--- src/fws_consts.svh ---
// Constants of the flash write-status controller: offsets, fields, commands, timing.
// Assumes a 250 MHz clock and a byte-mode flash with an 8-bit data bus.
`ifndef FWS_CONSTS_SVH
`define FWS_CONSTS_SVH
`define FWS_CLK_PERIOD_NS  4
`define FWS_T_STROBE_NS    70
`define FWS_T_RECOV_NS     20
`define FWS_STROBE_CYC     ((`FWS_T_STROBE_NS + `FWS_CLK_PERIOD_NS - 1) / `FWS_CLK_PERIOD_NS)
`define FWS_RECOV_CYC      ((`FWS_T_RECOV_NS + `FWS_CLK_PERIOD_NS - 1) / `FWS_CLK_PERIOD_NS)
`define FWS_CNT_W          5
`define FWS_ADDR_W         20
`define FWS_REG_CTRL       5'h00
`define FWS_REG_ADDR       5'h04
`define FWS_REG_DATA       5'h08
`define FWS_REG_STATUS     5'h0c
`define FWS_CTRL_GO        0
`define FWS_CTRL_OP_LSB    1
`define FWS_ST_BUSY        0
`define FWS_ST_DONE        1
`define FWS_ST_FAIL        2
`define FWS_ST_VERIFY      3
`define FWS_ST_RDY         4
`define FWS_ST_RESULT_LSB  8
`define FWS_ST_LAST_LSB    16
`define FWS_OP_PROG        2'h0
`define FWS_OP_CHIP        2'h1
`define FWS_OP_SECT        2'h2
`define FWS_OP_RESET       2'h3
`define FWS_UNLOCK_A1      20'h00aaa
`define FWS_UNLOCK_A2      20'h00555
`define FWS_UNLOCK_D1      8'haa
`define FWS_UNLOCK_D2      8'h55
`define FWS_CMD_PROG       8'ha0
`define FWS_CMD_SETUP      8'h80
`define FWS_CMD_CHIP       8'h10
`define FWS_CMD_SECT       8'h30
`define FWS_CMD_RESET      8'hf0
`define FWS_BIT_POLL       7
`define FWS_BIT_TOGGLE1    6
`define FWS_BIT_TIMEOUT    5
`define FWS_RESP_OKAY      2'h0
`define FWS_RESP_SLVERR    2'h2
`endif

--- src/fws_pkg.sv ---
// Types shared by the flash write-status controller.
// Assumes the constants header sits on the include path.
`include "fws_consts.svh"
package fws_pkg;
  typedef enum logic [1:0] {
    CYC_IDLE   = 2'h0,
    CYC_SETUP  = 2'h1,
    CYC_STROBE = 2'h3,
    CYC_HOLD   = 2'h2
  } fws_cyc_e;

  typedef enum logic [3:0] {
    S_IDLE     = 4'h0,
    S_CMD      = 4'h1,
    S_RD_A     = 4'h3,
    S_RD_B     = 4'h2,
    S_RD_FINAL = 4'h6,
    S_CHK_A    = 4'h7,
    S_CHK_B    = 4'h5,
    S_RST      = 4'h4,
    S_FIN      = 4'hc
  } fws_seq_e;

  typedef struct packed {
    logic                   ce_b;
    logic                   oe_b;
    logic                   we_b;
    logic [`FWS_ADDR_W-1:0] addr;
    logic [7:0]             dq_out;
    logic                   dq_oe;
  } fws_pins_s;

  typedef struct packed {
    logic [`FWS_ADDR_W-1:0] addr;
    logic [7:0]             data;
    logic                   last;
  } fws_step_s;
endpackage

--- src/fws_cycle.sv ---
// One flash bus cycle, read or write, with setup, strobe and recovery phases.
// Assumes the flash answers within the strobe time; pins are driven from flops.
`timescale 1ns/100ps
`include "fws_consts.svh"
module fws_cycle
  import fws_pkg::*;
(
  input  wire logic                   clk,
  input  wire logic                   rst_sync_b,
  input  wire logic                   clk_en,
  input  wire logic                   start,
  input  wire logic                   rd,
  input  wire logic [`FWS_ADDR_W-1:0] addr,
  input  wire logic [7:0]             wdata,
  input  wire logic [7:0]             dq_in,
  output fws_pins_s                   pins,
  output logic                        done,
  output logic [7:0]                  rdata
);
  fws_cyc_e              phase, next_phase;
  logic [`FWS_CNT_W-1:0] cnt, next_cnt;
  fws_pins_s             next_pins;
  logic                  next_done, rd_q, next_rd;
  logic [7:0]            next_rdata;

  always_comb begin
    next_phase = phase;
    next_cnt   = cnt;
    next_pins  = pins;
    next_done  = 1'b0;
    next_rdata = rdata;
    next_rd    = rd_q;
    case (phase)
      CYC_IDLE: if (start) begin
        next_pins.ce_b   = 1'b0;
        next_pins.addr   = addr;
        next_pins.dq_out = wdata;
        next_pins.dq_oe  = ~rd;
        next_rd          = rd;
        next_phase       = CYC_SETUP;
      end
      CYC_SETUP: begin
        next_pins.oe_b = ~rd_q;
        next_pins.we_b = rd_q;
        next_cnt       = `FWS_CNT_W'(`FWS_STROBE_CYC - 1);
        next_phase     = CYC_STROBE;
      end
      CYC_STROBE: if (cnt == '0) begin
        // Sample at the very end of the strobe so access time is met
        next_pins.oe_b = 1'b1;
        next_pins.we_b = 1'b1;
        next_rdata     = rd_q ? dq_in : rdata;
        next_cnt       = `FWS_CNT_W'(`FWS_RECOV_CYC - 1);
        next_phase     = CYC_HOLD;
      end else begin
        next_cnt = cnt - `FWS_CNT_W'(1);
      end
      CYC_HOLD: if (cnt == '0) begin
        // Data held past the write strobe edge, released with chip select
        next_pins.ce_b  = 1'b1;
        next_pins.dq_oe = 1'b0;
        next_done       = 1'b1;
        next_phase      = CYC_IDLE;
      end else begin
        next_cnt = cnt - `FWS_CNT_W'(1);
      end
      default: next_phase = CYC_IDLE;
    endcase
  end

  always_ff @(posedge clk or negedge rst_sync_b) begin
    if (!rst_sync_b) begin
      phase <= CYC_IDLE;
      cnt   <= '0;
      pins  <= '{ce_b: 1'b1, oe_b: 1'b1, we_b: 1'b1, default: '0};
      done  <= 1'b0;
      rdata <= 8'h00;
      rd_q  <= 1'b0;
    end else if (clk_en) begin
      phase <= next_phase;
      cnt   <= next_cnt;
      pins  <= next_pins;
      done  <= next_done;
      rdata <= next_rdata;
      rd_q  <= next_rd;
    end
  end

  ////////////////////////////////////////////////////////////////////////////////
  chk_strobe_excl: assert property (@(posedge clk) disable iff (!rst_sync_b)
    !(!pins.oe_b && !pins.we_b))
    else $error("read and write strobes low together");
  chk_strobe_width: assert property (@(posedge clk) disable iff (!rst_sync_b)
    $fell(pins.we_b) |-> (!pins.we_b && pins.dq_oe && !pins.ce_b) [*8])
    else $error("write strobe pulse too short or data not driven");
endmodule

--- src/fws_ctrl.sv ---
// Host controller that runs program/erase command sequences on a parallel flash
// and follows them with toggle-bit status checking, reached over AXI4-Lite.
// Assumes flash pins are synchronous to clk and a pull-up on the ready/busy line.
// Operation
// - Poll only inside the targeted, unprotected sector; polls go to op_addr even when its sector is protected
// - Read again after completion for valid data
// - On timeout bit, recheck toggling before failing
// - After timeout failure, issue reset command
// - Two reads; unchanged toggle means complete
// - Toggling plus timeout: recheck, reset if still
// - Resumed monitoring restarts from first read pair
//
// Our own choices: the address map and register access over AXI4-Lite.
`timescale 1ns/100ps
`include "fws_consts.svh"
module fws_ctrl
  import fws_pkg::*;
(
  input  wire logic                   clk,
  input  wire logic                   clk_en,
  input  wire logic                   rst_b,
  input  wire logic [4:0]             s_axi_awaddr,
  input  wire logic                   s_axi_awvalid,
  output logic                        s_axi_awready,
  input  wire logic [31:0]            s_axi_wdata,
  input  wire logic [3:0]             s_axi_wstrb,
  input  wire logic                   s_axi_wvalid,
  output logic                        s_axi_wready,
  output logic [1:0]                  s_axi_bresp,
  output logic                        s_axi_bvalid,
  input  wire logic                   s_axi_bready,
  input  wire logic [4:0]             s_axi_araddr,
  input  wire logic                   s_axi_arvalid,
  output logic                        s_axi_arready,
  output logic [31:0]                 s_axi_rdata,
  output logic [1:0]                  s_axi_rresp,
  output logic                        s_axi_rvalid,
  input  wire logic                   s_axi_rready,
  output fws_pins_s                   flash_pins,
  input  wire logic [7:0]             dq_in,
  input  wire logic                   ready_busy_out
);
  ////////////////////////////////////////////////////////////////////////////////
  logic [1:0] rst_pipe;
  logic       rst_sync_b;
  always_ff @(posedge clk or negedge rst_b) begin
    if (!rst_b) begin
      rst_pipe <= 2'h0;
    end else begin
      rst_pipe <= {rst_pipe[0], 1'b1};
    end
  end
  assign rst_sync_b = rst_pipe[1];

  // {valid, word index}; only the first four aligned words exist
  function automatic logic [2:0] reg_sel(input logic [4:0] a);
    reg_sel = {a[4] == 1'b0 && a[1:0] == 2'h0, a[3:2]};
  endfunction

  function automatic fws_step_s cmd_step(input logic [1:0] op, input logic [2:0] step,
                                         input logic [`FWS_ADDR_W-1:0] a, input logic [7:0] d);
    fws_step_s s;
    s = '{`FWS_UNLOCK_A1, `FWS_UNLOCK_D1, 1'b0};
    if (op == `FWS_OP_RESET) begin
      s = '{`FWS_UNLOCK_A1, `FWS_CMD_RESET, 1'b1};
    end else begin
      case (step)
        3'h0: s = '{`FWS_UNLOCK_A1, `FWS_UNLOCK_D1, 1'b0};
        3'h1: s = '{`FWS_UNLOCK_A2, `FWS_UNLOCK_D2, 1'b0};
        3'h2: s = '{`FWS_UNLOCK_A1, (op == `FWS_OP_PROG) ? `FWS_CMD_PROG : `FWS_CMD_SETUP, 1'b0};
        3'h3: if (op == `FWS_OP_PROG) begin
          s = '{a, d, 1'b1};
        end else begin
          s = '{`FWS_UNLOCK_A1, `FWS_UNLOCK_D1, 1'b0};
        end
        3'h4: s = '{`FWS_UNLOCK_A2, `FWS_UNLOCK_D2, 1'b0};
        default: if (op == `FWS_OP_CHIP) begin
          s = '{`FWS_UNLOCK_A1, `FWS_CMD_CHIP, 1'b1};
        end else begin
          s = '{a, `FWS_CMD_SECT, 1'b1};
        end
      endcase
    end
    return s;
  endfunction

  ////////////////////////////////////////////////////////////////////////////////
  logic                   aw_held, next_aw_held, w_held, next_w_held;
  logic [4:0]             wr_addr, next_wr_addr;
  logic [31:0]            wr_data, next_wr_data;
  logic [3:0]             wr_strb, next_wr_strb;
  logic                   next_awready, next_wready, next_bvalid, next_arready, next_rvalid;
  logic [1:0]             next_bresp, next_rresp;
  logic [31:0]            next_rdata;
  logic [1:0]             op, next_op;
  logic [`FWS_ADDR_W-1:0] op_addr, next_op_addr;
  logic [7:0]             op_data, next_op_data;
  logic                   go, next_go;
  logic                   busy, done, fail, verify_err;
  logic [7:0]             result, last_status;

  always_comb begin
    logic [2:0]  sel;
    logic [2:0]  rsel;
    logic [31:0] merged;
    logic [31:0] stat;
    sel    = reg_sel(aw_held ? wr_addr : 5'h00);
    // Only the valid flag decides the response, not the word index
    rsel   = reg_sel(s_axi_araddr);
    merged = 32'h0;
    stat   = 32'h0;
    stat[`FWS_ST_BUSY]   = busy;
    stat[`FWS_ST_DONE]   = done;
    stat[`FWS_ST_FAIL]   = fail;
    stat[`FWS_ST_VERIFY] = verify_err;
    stat[`FWS_ST_RDY]    = ready_busy_out;
    stat[`FWS_ST_RESULT_LSB +: 8] = result;
    stat[`FWS_ST_LAST_LSB +: 8]   = last_status;
    next_aw_held = aw_held;
    next_w_held  = w_held;
    next_wr_addr = wr_addr;
    next_wr_data = wr_data;
    next_wr_strb = wr_strb;
    next_bvalid  = s_axi_bvalid;
    next_bresp   = s_axi_bresp;
    next_rvalid  = s_axi_rvalid;
    next_rresp   = s_axi_rresp;
    next_rdata   = s_axi_rdata;
    next_op      = op;
    next_op_addr = op_addr;
    next_op_data = op_data;
    next_go      = 1'b0;
    if (s_axi_awvalid && s_axi_awready) begin
      next_aw_held = 1'b1;
      next_wr_addr = s_axi_awaddr;
    end
    if (s_axi_wvalid && s_axi_wready) begin
      next_w_held  = 1'b1;
      next_wr_data = s_axi_wdata;
      next_wr_strb = s_axi_wstrb;
    end
    if (s_axi_bvalid && s_axi_bready) begin
      next_bvalid = 1'b0;
    end
    if (aw_held && w_held && !s_axi_bvalid) begin
      next_aw_held = 1'b0;
      next_w_held  = 1'b0;
      next_bvalid  = 1'b1;
      next_bresp   = sel[2] ? `FWS_RESP_OKAY : `FWS_RESP_SLVERR;
      merged = (wr_addr == `FWS_REG_ADDR) ? 32'(op_addr) : 32'(op_data);
      for (int i = 0; i < 4; i++) begin
        if (wr_strb[i]) begin
          merged[8*i +: 8] = wr_data[8*i +: 8];
        end
      end
      // Parameters are frozen while a sequence runs
      if (sel[2] && !busy) begin
        case (wr_addr)
          `FWS_REG_CTRL: if (wr_strb[0]) begin
            next_op = wr_data[`FWS_CTRL_OP_LSB +: 2];
            next_go = wr_data[`FWS_CTRL_GO];
          end
          `FWS_REG_ADDR: next_op_addr = merged[`FWS_ADDR_W-1:0];
          `FWS_REG_DATA: next_op_data = merged[7:0];
          default: next_go = 1'b0;
        endcase
      end
    end
    next_awready = !next_aw_held && !next_bvalid;
    next_wready  = !next_w_held && !next_bvalid;
    if (s_axi_rvalid && s_axi_rready) begin
      next_rvalid = 1'b0;
    end
    if (s_axi_arvalid && s_axi_arready) begin
      next_rvalid = 1'b1;
      next_rresp  = rsel[2] ? `FWS_RESP_OKAY : `FWS_RESP_SLVERR;
      case (s_axi_araddr)
        `FWS_REG_CTRL:   next_rdata = 32'(op) << `FWS_CTRL_OP_LSB;
        `FWS_REG_ADDR:   next_rdata = 32'(op_addr);
        `FWS_REG_DATA:   next_rdata = 32'(op_data);
        `FWS_REG_STATUS: next_rdata = stat;
        default:         next_rdata = 32'h0;
      endcase
    end
    next_arready = !next_rvalid;
  end

  always_ff @(posedge clk or negedge rst_sync_b) begin
    if (!rst_sync_b) begin
      aw_held       <= 1'b0;
      w_held        <= 1'b0;
      wr_addr       <= 5'h00;
      wr_data       <= 32'h0;
      wr_strb       <= 4'h0;
      s_axi_awready <= 1'b0;
      s_axi_wready  <= 1'b0;
      s_axi_bvalid  <= 1'b0;
      s_axi_bresp   <= 2'h0;
      s_axi_arready <= 1'b0;
      s_axi_rvalid  <= 1'b0;
      s_axi_rresp   <= 2'h0;
      s_axi_rdata   <= 32'h0;
      op            <= `FWS_OP_PROG;
      op_addr       <= '0;
      op_data       <= 8'h00;
      go            <= 1'b0;
    end else if (clk_en) begin
      aw_held       <= next_aw_held;
      w_held        <= next_w_held;
      wr_addr       <= next_wr_addr;
      wr_data       <= next_wr_data;
      wr_strb       <= next_wr_strb;
      s_axi_awready <= next_awready;
      s_axi_wready  <= next_wready;
      s_axi_bvalid  <= next_bvalid;
      s_axi_bresp   <= next_bresp;
      s_axi_arready <= next_arready;
      s_axi_rvalid  <= next_rvalid;
      s_axi_rresp   <= next_rresp;
      s_axi_rdata   <= next_rdata;
      op            <= next_op;
      op_addr       <= next_op_addr;
      op_data       <= next_op_data;
      go            <= next_go;
    end
  end

  ////////////////////////////////////////////////////////////////////////////////
  fws_seq_e               state, next_state;
  logic [2:0]             step, next_step;
  logic                   issued, next_issued;
  logic [7:0]             first_byte, next_first;
  logic                   next_busy, next_done, next_fail, next_verify;
  logic [7:0]             next_result, next_last;
  logic                   cyc_start, cyc_rd, cyc_done, toggles;
  logic [7:0]             cyc_rdata;
  fws_step_s              cur;

  assign cur     = cmd_step((state == S_RST) ? `FWS_OP_RESET : op, step, op_addr, op_data);
  assign cyc_rd  = state != S_CMD && state != S_RST;
  assign toggles = cyc_rdata[`FWS_BIT_TOGGLE1] != first_byte[`FWS_BIT_TOGGLE1];

  always_comb begin
    next_state  = state;
    next_step   = step;
    next_issued = issued;
    next_first  = first_byte;
    next_busy   = busy;
    next_done   = done;
    next_fail   = fail;
    next_verify = verify_err;
    next_result = result;
    next_last   = last_status;
    cyc_start   = 1'b0;
    if (state == S_IDLE) begin
      if (go) begin
        next_state  = S_CMD;
        next_step   = 3'h0;
        next_busy   = 1'b1;
        next_done   = 1'b0;
        next_fail   = 1'b0;
        next_verify = 1'b0;
      end
    end else if (state == S_FIN) begin
      next_busy  = 1'b0;
      next_done  = 1'b1;
      next_state = S_IDLE;
    end else if (!issued) begin
      cyc_start   = 1'b1;
      next_issued = 1'b1;
    end else if (cyc_done) begin
      next_issued = 1'b0;
      case (state)
        S_CMD: if (cur.last) begin
          next_state = (op == `FWS_OP_RESET) ? S_FIN : S_RD_A;
        end else begin
          next_step = step + 3'h1;
        end
        S_RD_A: begin
          next_first = cyc_rdata;
          next_state = S_RD_B;
        end
        S_RD_B: begin
          next_last = cyc_rdata;
          if (!toggles) next_state = S_RD_FINAL;
          else if (cyc_rdata[`FWS_BIT_TIMEOUT]) next_state = S_CHK_A;
          else next_state = S_RD_A;
        end
        S_CHK_A: begin
          next_first = cyc_rdata;
          next_state = S_CHK_B;
        end
        S_CHK_B: begin
          next_last  = cyc_rdata;
          next_fail  = toggles;
          next_state = toggles ? S_RST : S_RD_FINAL;
        end
        S_RD_FINAL: begin
          // Fresh read after completion; poll bit compared against target
          next_result = cyc_rdata;
          next_verify = cyc_rdata[`FWS_BIT_POLL] !=
                        ((op == `FWS_OP_PROG) ? op_data[`FWS_BIT_POLL] : 1'b1);
          next_state  = S_FIN;
        end
        default: next_state = S_FIN;
      endcase
    end
  end

  always_ff @(posedge clk or negedge rst_sync_b) begin
    if (!rst_sync_b) begin
      state       <= S_IDLE;
      step        <= 3'h0;
      issued      <= 1'b0;
      first_byte  <= 8'h00;
      busy        <= 1'b0;
      done        <= 1'b0;
      fail        <= 1'b0;
      verify_err  <= 1'b0;
      result      <= 8'h00;
      last_status <= 8'h00;
    end else if (clk_en) begin
      state       <= next_state;
      step        <= next_step;
      issued      <= next_issued;
      first_byte  <= next_first;
      busy        <= next_busy;
      done        <= next_done;
      fail        <= next_fail;
      verify_err  <= next_verify;
      result      <= next_result;
      last_status <= next_last;
    end
  end

  // Status reads go to the operation's own address, never elsewhere
  fws_cycle u_cycle (
    .clk        (clk),
    .rst_sync_b (rst_sync_b),
    .clk_en     (clk_en),
    .start      (cyc_start),
    .rd         (cyc_rd),
    .addr       (cyc_rd ? op_addr : cur.addr),
    .wdata      (cur.data),
    .dq_in      (dq_in),
    .pins       (flash_pins),
    .done       (cyc_done),
    .rdata      (cyc_rdata)
  );

  ////////////////////////////////////////////////////////////////////////////////
  chk_stable_final: assert property (@(posedge clk) disable iff (!rst_sync_b)
    (clk_en && state == S_RD_B && cyc_done && !toggles) |=> state == S_RD_FINAL)
    else $error("unchanged toggle bit did not end polling");
  chk_extra_read: assert property (@(posedge clk) disable iff (!rst_sync_b)
    (clk_en && state == S_RD_FINAL && cyc_done) |=> (state == S_FIN && result == $past(cyc_rdata)))
    else $error("completion data not taken from the extra read");
  chk_err_recheck: assert property (@(posedge clk) disable iff (!rst_sync_b)
    (clk_en && state == S_RD_B && cyc_done && toggles && cyc_rdata[5]) |=> state == S_CHK_A ##1 !fail)
    else $error("timeout bit did not lead to a recheck");
  chk_restart_pair: assert property (@(posedge clk) disable iff (!rst_sync_b)
    (clk_en && state == S_RD_B && cyc_done && toggles && !cyc_rdata[5]) |=> state == S_RD_A)
    else $error("monitoring did not restart from the first read");
  chk_fail_reset: assert property (@(posedge clk) disable iff (!rst_sync_b)
    (clk_en && state == S_CHK_B && cyc_done && toggles) |=> (fail && state == S_RST))
    else $error("persistent toggling not treated as failure");
  chk_reset_cmd: assert property (@(posedge clk) disable iff (!rst_sync_b)
    (clk_en && state == S_RST && cyc_start) |-> (!cyc_rd && cur.data == `FWS_CMD_RESET) ##1 !flash_pins.ce_b)
    else $error("failure not followed by the reset command");
  chk_poll_addr: assert property (@(posedge clk) disable iff (!rst_sync_b)
    (clk_en && cyc_start && cyc_rd) |=> (flash_pins.addr == op_addr && !flash_pins.dq_oe))
    else $error("status read at an address other than the target");
endmodule

--- config.mk ---
export PLATFORM = sky130hd
export DESIGN_NAME = fws_ctrl
export DESIGN_NICKNAME = d
export VERILOG_FILES = /design/src/fws_pkg.sv /design/src/fws_cycle.sv /design/src/fws_ctrl.sv
export VERILOG_INCLUDE_DIRS = /design/src /design/src/src
export SDC_FILE = /design/constraint.sdc
export NUM_CORES = 1
export LEC_CHECK = 0
export ABC_AREA = 1
export BUFFER_PORTS_ARGS = -buffer_cell sky130_fd_sc_hd__buf_2
export CELL_PAD_IN_SITES_DETAIL_PLACEMENT = 2
export CELL_PAD_IN_SITES_GLOBAL_PLACEMENT = 2
export CORE_UTILIZATION = 33
export DETAILED_ROUTE_END_ITERATION = 16
export PLACE_DENSITY = 0.83
export SYNTH_ARGS = -nofsm -noshare
export SYNTH_HDL_FRONTEND = slang
export SYNTH_SLANG_ARGS = --single-unit
--- constraint.sdc ---
create_clock -name clk -period 6.35 [get_ports clk]
set_input_delay 0.3175 -clock clk [delete_from_list [all_inputs] [get_ports clk]]
set_output_delay 0.3175 -clock clk [all_outputs]
set_load 0.01 [all_outputs]
==> results of run 1 <==
-- per-layer routing --
| metal | GRT usage | vias up | routed length [um] |
|---|---|---|---|
| met2 | 0.376 | 131 | 13700 |
| met3 | 0.0248 | 22 | 1080 |
| met4 | 0.0566 | 0 | 317 |
| met5 | 0 | - | 0 |
| li1 | - | 3557 | - |
| met1 | 0.298 | 3783 | 12500 |
-- Yosys cell counts, types with 2 or more instances --
cell | number | area [um2]
nor4_4 | 2 | 42.5
buf_6 | 7 | 78.8
o21ai_0 | 67 | 335
ha_1 | 7 | 87.6
inv_2 | 7 | 26.3
nand2_1 | 444 | 1670
nand3_1 | 32 | 160
o21a_1 | 5 | 37.5
nor2_2 | 10 | 62.6
a31oi_1 | 4 | 25.0
buf_2 | 14 | 70.1
nor3_1 | 4 | 20.0
dfstp_2 | 3 | 78.8
clkinv_1 | 2 | 7.51
nand4_1 | 9 | 56.3
o21ai_2 | 10 | 87.6
nand3_2 | 2 | 20.0
xor2_1 | 2 | 17.5
nor2_1 | 70 | 263
inv_1 | 85 | 319
nand3_4 | 2 | 35.0
conb_1 | 2 | 7.51
o21ai_1 | 19 | 95.1
nand2_2 | 9 | 56.3
nand3b_1 | 4 | 30.0
a21oi_1 | 32 | 160
o22ai_1 | 8 | 50.1
clkbuf_1 | 6 | 22.5
buf_4 | 12 | 90.1
nand2_4 | 2 | 22.5
dfrtp_1 | 169 | 4230
nor2_4 | 3 | 33.8
nor3_4 | 2 | 32.5
-- final cells by class --
type	count	share of cell area
repair buffers	118	0.0616
multi-input cells	770	0.359
clock buffers	19	0.0448
flip-flops and latches	172	0.436
well taps	330	0.0418
clock inverters	13	0.0204
inverters	95	0.0364
-- registers in the layout, indices dropped and copies added, names as in the netlist, 4 cells and up --
register,cells
last_status,8
op_addr,20
op_data,8
result,8
s_axi_rdata,24
state,4
u_cycle.cnt,5
u_cycle.pins,32
u_cycle.rdata,8
wr_addr,5
wr_data,20
-- worst max-delay path by stage --
stage,start,to,cells after the start
2_1_floorplan,rst_pipe[1],aw_held,0
3_3_place_gp,step[0],u_cycle.pins[24],10
3_5_place_dp,step[0],u_cycle.pins[26],10
4_1_cts,step[0],u_cycle.pins[26],10
5_1_grt,step[0],u_cycle.pins[26],10
6_report,step[0],u_cycle.pins[26],10
-- power by group through the flow --
stage | logic, W | registers [W] | clock network [W]
2_1_floorplan | 0.000914 | 0.00159 | 0
3_3_place_gp | 0.00127 | 0.00161 | 0
3_5_place_dp | 0.00133 | 0.00162 | 0
4_1_cts | 0.00136 | 0.00160 | 0.00119
5_1_grt | 0.00151 | 0.00164 | 0.00122
6_report | 0.00134 | 0.00160 | 0.00117
-- stage by stage --
stage | util | cell area, um2
4_1_cts | 0.393 | 9880
3_3_place_gp | 0.367 | 9220
2_1_floorplan | - | 8470
5_1_grt | 0.393 | 9880
3_5_place_dp | 0.367 | 9220
6_report | 0.393 | 9880
-- cell families after synthesis --
family          count (synthesis)
compound gates                149
xor+xnor                        3
fa+ha+maj                       7
buf+inv                       135
flops                         172
mux                             1
other cells                     2
simple gates                  599
-- tightest hold or removal path, stage by stage --
cell and delay [ns]:
buf_2 0.07, nand2_1 0.04, nand2_1 0.05
==> results.md, run 1 <==
* CTS Hold Bufs at 1
* Unrepaired setup endpoints after global routing: false
* Final global-route overflow total at 0
* Worst skew pair latency at 0.44 ns
* Min setup slack post-route at ~3.5 ns
* Reg2reg start: step[0]
* First-pass GRT wire length at around 45 mm
* NetSw at around 0.0016 W
* Flop pwr share at 0.390
* Yosys cell types at 45
* Synth Area in Compound Gates at 0.0976
* CTS Root Cell: clkbuf_16
* CTS tree: done
* Final min period at around 2.8 ns
* TritonCTS Sinks at 172
* Clock share of power at 0.285
* CP Capture Type: register
* Status: finished clean
* Critical path arrival at 3.15 ns
* CP Launch Type: register
* Synth Area in Simple Gates at 0.302
* Min-delay src: s_axi_wdata[16]
* Placed Cells at about 1,500
* Remaining DRCs at 0
* Overall power at around 0.0041 W
* Async S/R FF share, synth at 1.00
* Sw Ratio at 0.400
* Power density cells at between 400 and 500 nW/um2
* Hold Crit Endpoint: wr_data[16]
* Ports at ~140
* Final worst-path cycle share at 0.443
* Reg-to-Reg End: u_cycle.pins[26]
* Leakage at a little over 5 nW
* Combinational family with the most area after synthesis: simple AND/OR/NAND/NOR gates
* Starting Density at 0.336
* Multiplexer share of the synthesized area at 0.00133
* Fmax at around 360 MHz
* CORE AREA at 25,100 um2
* Logic pwr share at 0.325
* Die height at 162 um
* Post-synthesis sequential area ratio at 0.511
* Final #Nets at 1,244
* Mapped Area at around 8400 um2
* Max Clock Skew at 0.0133 ns
* Vias in the first global route at approximately 8,200
* CTS H-Tree Depth at 4
* Fin Hold WS at ~0.077 ns
* Yosys Warn Count at 0
* Syn avg cell area at 7.90 um2
* Pre-antenna DRT Iters at 6
* Proportion of layout cells with a drive suffix above 1 at 0.175
* Maxcap violations at 0
* Crit-path max FO at 15
* Routed wire length at roughly 28 mm
* Reg area at between 4000 and 5000 um2
* Worst IR Drop VDD at 157 uV
* Setup TNS at 0 ns
* R2R depth at 10
* Slew Viols, Final at 0
* Commonest non-fill, non-tap cells in the layout: 444 x nand2_1, 168 x dfrtp_1, 112 x buf_2
* DP Wirelength at roughly 20 mm
* Initial antenna violation count at 0
* Syn-to-layout area delta at 17.1%
* Slew margin rel. at 0.332
* Setup repair bufs after CTS at 0
* Placer Congestion at between 0.8 and 0.9
* Least-Margin Pin Slew at 1.00 ns
* DIE WIDTH at ~160 um
* XOR/XNOR share of the synthesized area at 0.00311
* Total Routing Usage GR at 0.221
* Area occupied by multi-input gates at between 3000 and 4000 um2
* Hold Fails Final Rpt at 0
* Clock Path Buffers at 2
* Routed wire length per instance at about 18 um
* CP max stage delay at roughly 0.57 ns
* Fill cells at between 2,000 and 3,000
* IO Port Bufs at around 110
* Slowest-stage cell, CP: nor2_2
* Commonest non-fill, non-tap cell in the layout: nand2_1
* Flop-to-flop setup slack at around 3.5 ns
* Internal at approximately 0.0025 W
* Post-synth EDFFs at 0
* TritonCTS Buffers at 17
* Worst Path Buf+Inv at 1
* Synthesis-stage register bit count at approximately 170
* Critical path required time at around 6.7 ns
* Iter 0 DRT Violations at approximately 370
* Final antenna-violating net count at 0
* Setup WS pre-CTS at about 3.6 ns
* Cell breakdown of the critical path: ha_1, ha_1, inv_1, nand3_1, nor2_2, nand3_1, nand3_1, nand2_2, nand2_1, nand2_1
* Standard-cell rows at 58
* Post-Synth Adder-Cell Area at 0.0104
* Die footprint at 26,200 um2
* Classification of the worst setup path: reg -> reg
* Clock transition at path regs at 0.07 ns
* Critical path's most frequent cell: nand3_1
* Layout Cells excl Fill at ~1,500
* Finish-stage setup viols at 0
* DR vias/cell at 4.94
* Post-cts sizing count at 0
* Hold Crit Depth at 3
* Cell family with most CP delay: simple AND/OR/NAND/NOR gates
* Top FF cell, synth: dfrtp_1
* Hold WC Path Type: in -> reg
* DR vias at ~7,500
* Cells after synthesis at ~1,100
* Diode count at 0
* Largest net degree at the start of global routing at 76
(Power assumes the default switching activity.)
==> run 2: changes to the inputs <==
- clock period: 6.35 -> 2.8 ns (I/O delays scaled with it)
==> results.md, run 2 (synthesis gave the netlist of run 1 again) <==
* IO Port Bufs at 112 (unchanged)
* Commonest non-fill, non-tap cells in the layout: 444 x nand2_1, 168 x dfrtp_1, 112 x buf_2
* Setup TNS at 0 ns (unchanged)
* Number of flip-flops in the largest register at 32 (unchanged)
* Min setup slack post-route at 0.532 ns (-3.00 ns)
* Iter 0 DRT Violations at 350 (-4.1%)
* Hold Fails Final Rpt at 0 (unchanged)
* DR vias/cell at 4.96 (+0.44%)
* Remaining DRCs at 0 (unchanged)
* Fill cells at 2,945 (-0.068%)
* Fin Hold WS at 0.00706 ns (-0.0704 ns)
* Logic pwr share at 0.346 (+0.021)
* Die height at 162 um (unchanged)
* Final min period at 2.27 ns (-0.546 ns)
* Setup repair bufs after CTS at 0 (unchanged)
* Total Routing Usage GR at 0.237 (+0.0163)
* Sw Ratio at 0.412 (+0.0126)
* Proportion of layout cells with a drive suffix above 1 at 0.175 (-0.000435)
* CTS H-Tree Depth at 4 (unchanged)
* Clock share of power at 0.258 (-0.027)
* Classification of the worst setup path: reg -> reg
* Hold WC Path Type: in -> reg
* Least-Margin Pin Slew at 0.672 ns (-0.329 ns)
* Syn-to-layout area delta at 21.2%
* First-pass GRT wire length at 47.7 mm (+6.3%)
* Design Area, Final at 10,200 um2 (+3.5%)
* Setup WS pre-CTS at 0.623 ns (-2.94 ns)
* NetSw at 0.00380 W (+130%)
* Final #Nets at 1,287 (+3.5%)
* Worst IR Drop VDD at 316 uV (+100%)
* Power density cells at 901 nW/um2 (+120%)
* Final antenna-violating net count at 0 (unchanged)
* Fmax at 441 MHz (+24%)
* TritonCTS Buffers at 17 (unchanged)
* Final worst-path cycle share at 0.810 (+0.367)
* CP Capture Type: register
* Unrepaired setup endpoints after global routing: false
* CORE AREA at 25,100 um2 (unchanged)
* DR vias at 7,739 (+3.3%)
* Largest net degree at the start of global routing at 84 (+11%)
* Hold Crit Depth at 4 (+1)
* DIE WIDTH at 162 um (unchanged)
* CTS tree: done
* Commonest non-fill, non-tap cell in the layout: nand2_1
* Critical path arrival at 2.60 ns (-0.55 ns)
* Routed wire length per instance at 19.0 um (+4.2%)
* Initial antenna violation count at 0 (unchanged)
* Starting Density at 0.336 (unchanged)
* Placer Congestion at 0.848 (+1.3%)
* Post-DP Area at 9300 um2 (+0.79%)
* Post-cts sizing count at 0 (unchanged)
* Final global-route overflow total at 0 (unchanged)
* CTS Root Cell: clkbuf_16
* TritonCTS Sinks at 172 (unchanged)
* Slew Viols, Final at 0 (unchanged)
* Status: finished clean
* CP Launch Type: register
* Diode count at 0 (unchanged)
* Die footprint at 26,200 um2 (unchanged)
* Finish-stage setup viols at 0 (unchanged)
* Vias in the first global route at 8,591 (+5.2%)
* Pre-antenna DRT Iters at 4 (-2)
* Maxcap violations at 0 (unchanged)
* DP Wirelength at 20.7 mm (+5.6%)
* Top reg by flops: u_cycle.pins
* R2R depth at 9 (-1)
* Critical path required time at 3.13 ns (-3.55 ns)
* Flop pwr share at 0.397 (+0.007)
* Standard-cell rows at 58 (unchanged)
* Leakage at 5.35 nW (+3.0%)
* Clock transition at path regs at 0.07 ns (about the same)
* Clock Path Buffers at 2 (unchanged)
* Routed wire length at 29.6 mm (+7.2%)
* Max Clock Skew at 0.0129 ns (-0.000407 ns)
* Regs by FF count: u_cycle.pins (32), s_axi_rdata (24)
* Slew margin rel. at 0.550 (+0.218)
* Crit-path max FO at 12 (-3)
* Worst skew pair latency at 0.45 ns (about the same)
* Overall power at 0.00922 W (+120%)
* Internal at 0.00542 W (+120%)
* Ports at 136 (unchanged)
[run 2: cell types whose count changed in the layout (fill, tap and decap cells not counted), moves of 2 or more]
cell,previous run,this run
buf_4,5,12
clkinv_2,0,2
dlygate4sd3_1,1,36
bufinv_16,4,1
[run 2: area by class of cell]
class,instances,area (um2),share of cell area
sequential,172,4310,0.422
inverter,95,359,0.0351
multi-input combinational,770,3540,0.346
timing repair buffer,161,1030,0.101
clock buffer,21,460,0.0450
tap,330,413,0.0404
clock inverter,11,109,0.0106
[run 2: worst paths after layout]
check,startpoint,end,slack [ns]
worst max-delay path,step[0],u_cycle.pins[24],0.53
worst min register to register,rst_pipe[1],wr_data[17],0.24
min in group asynchronous,rst_pipe[1],wr_data[17],0.24
max in group asynchronous,rst_pipe[1],op_data[3],1.69
worst min-delay path,s_axi_awvalid,s_axi_awready,0.007
worst max register to register,step[0],u_cycle.pins[24],0.53
[run 2: what timing repair did]
| action | CTS | global route |
|---|---|---|
| setup endpoints to repair | 0 | 0 |
| hold buffers | 36 | 0 |
| endpoints found under the hold margin | 36 | 0 |
[run 2: power groups by stage]
stage | Sequential (W) | Clock (W) | Combinational, W
after floorplan | 0.00360 | 0 | 0.00207
after global placement | 0.00365 | 0 | 0.00293
after detailed placement | 0.00369 | 0 | 0.00310
after CTS | 0.00366 | 0.00243 | 0.00322
after global routing | 0.00374 | 0.00252 | 0.00357
final | 0.00365 | 0.00237 | 0.00319
[run 2: critical path, cell delays in order, from the launching register on]
cell	delay, ns
dfrtp_1	0.43
ha_1	0.19
ha_1	0.50
inv_1	0.21
nand3_1	0.20
nand2_2	0.14
nand3_1	0.19
nand2_2	0.15
nand2_1	0.10
nand2_1	0.05
[run 2: metrics by stage]
step,std cells,util
4_1_cts,1560,0.407
3_5_place_dp,1492,0.370
6_report,1560,0.407
2_1_floorplan,1077,-
5_1_grt,1560,0.407
3_3_place_gp,1492,0.370
[run 2: per-layer routing]
layer | global-route usage | vias to the layer above | share of wire
li1 | - | 3634 | -
met1 | 0.306 | 3917 | 0.45
met2 | 0.410 | 152 | 0.50
met5 | 0 | - | 0
met4 | 0.0729 | 0 | 0.018
met3 | 0.0332 | 36 | 0.031
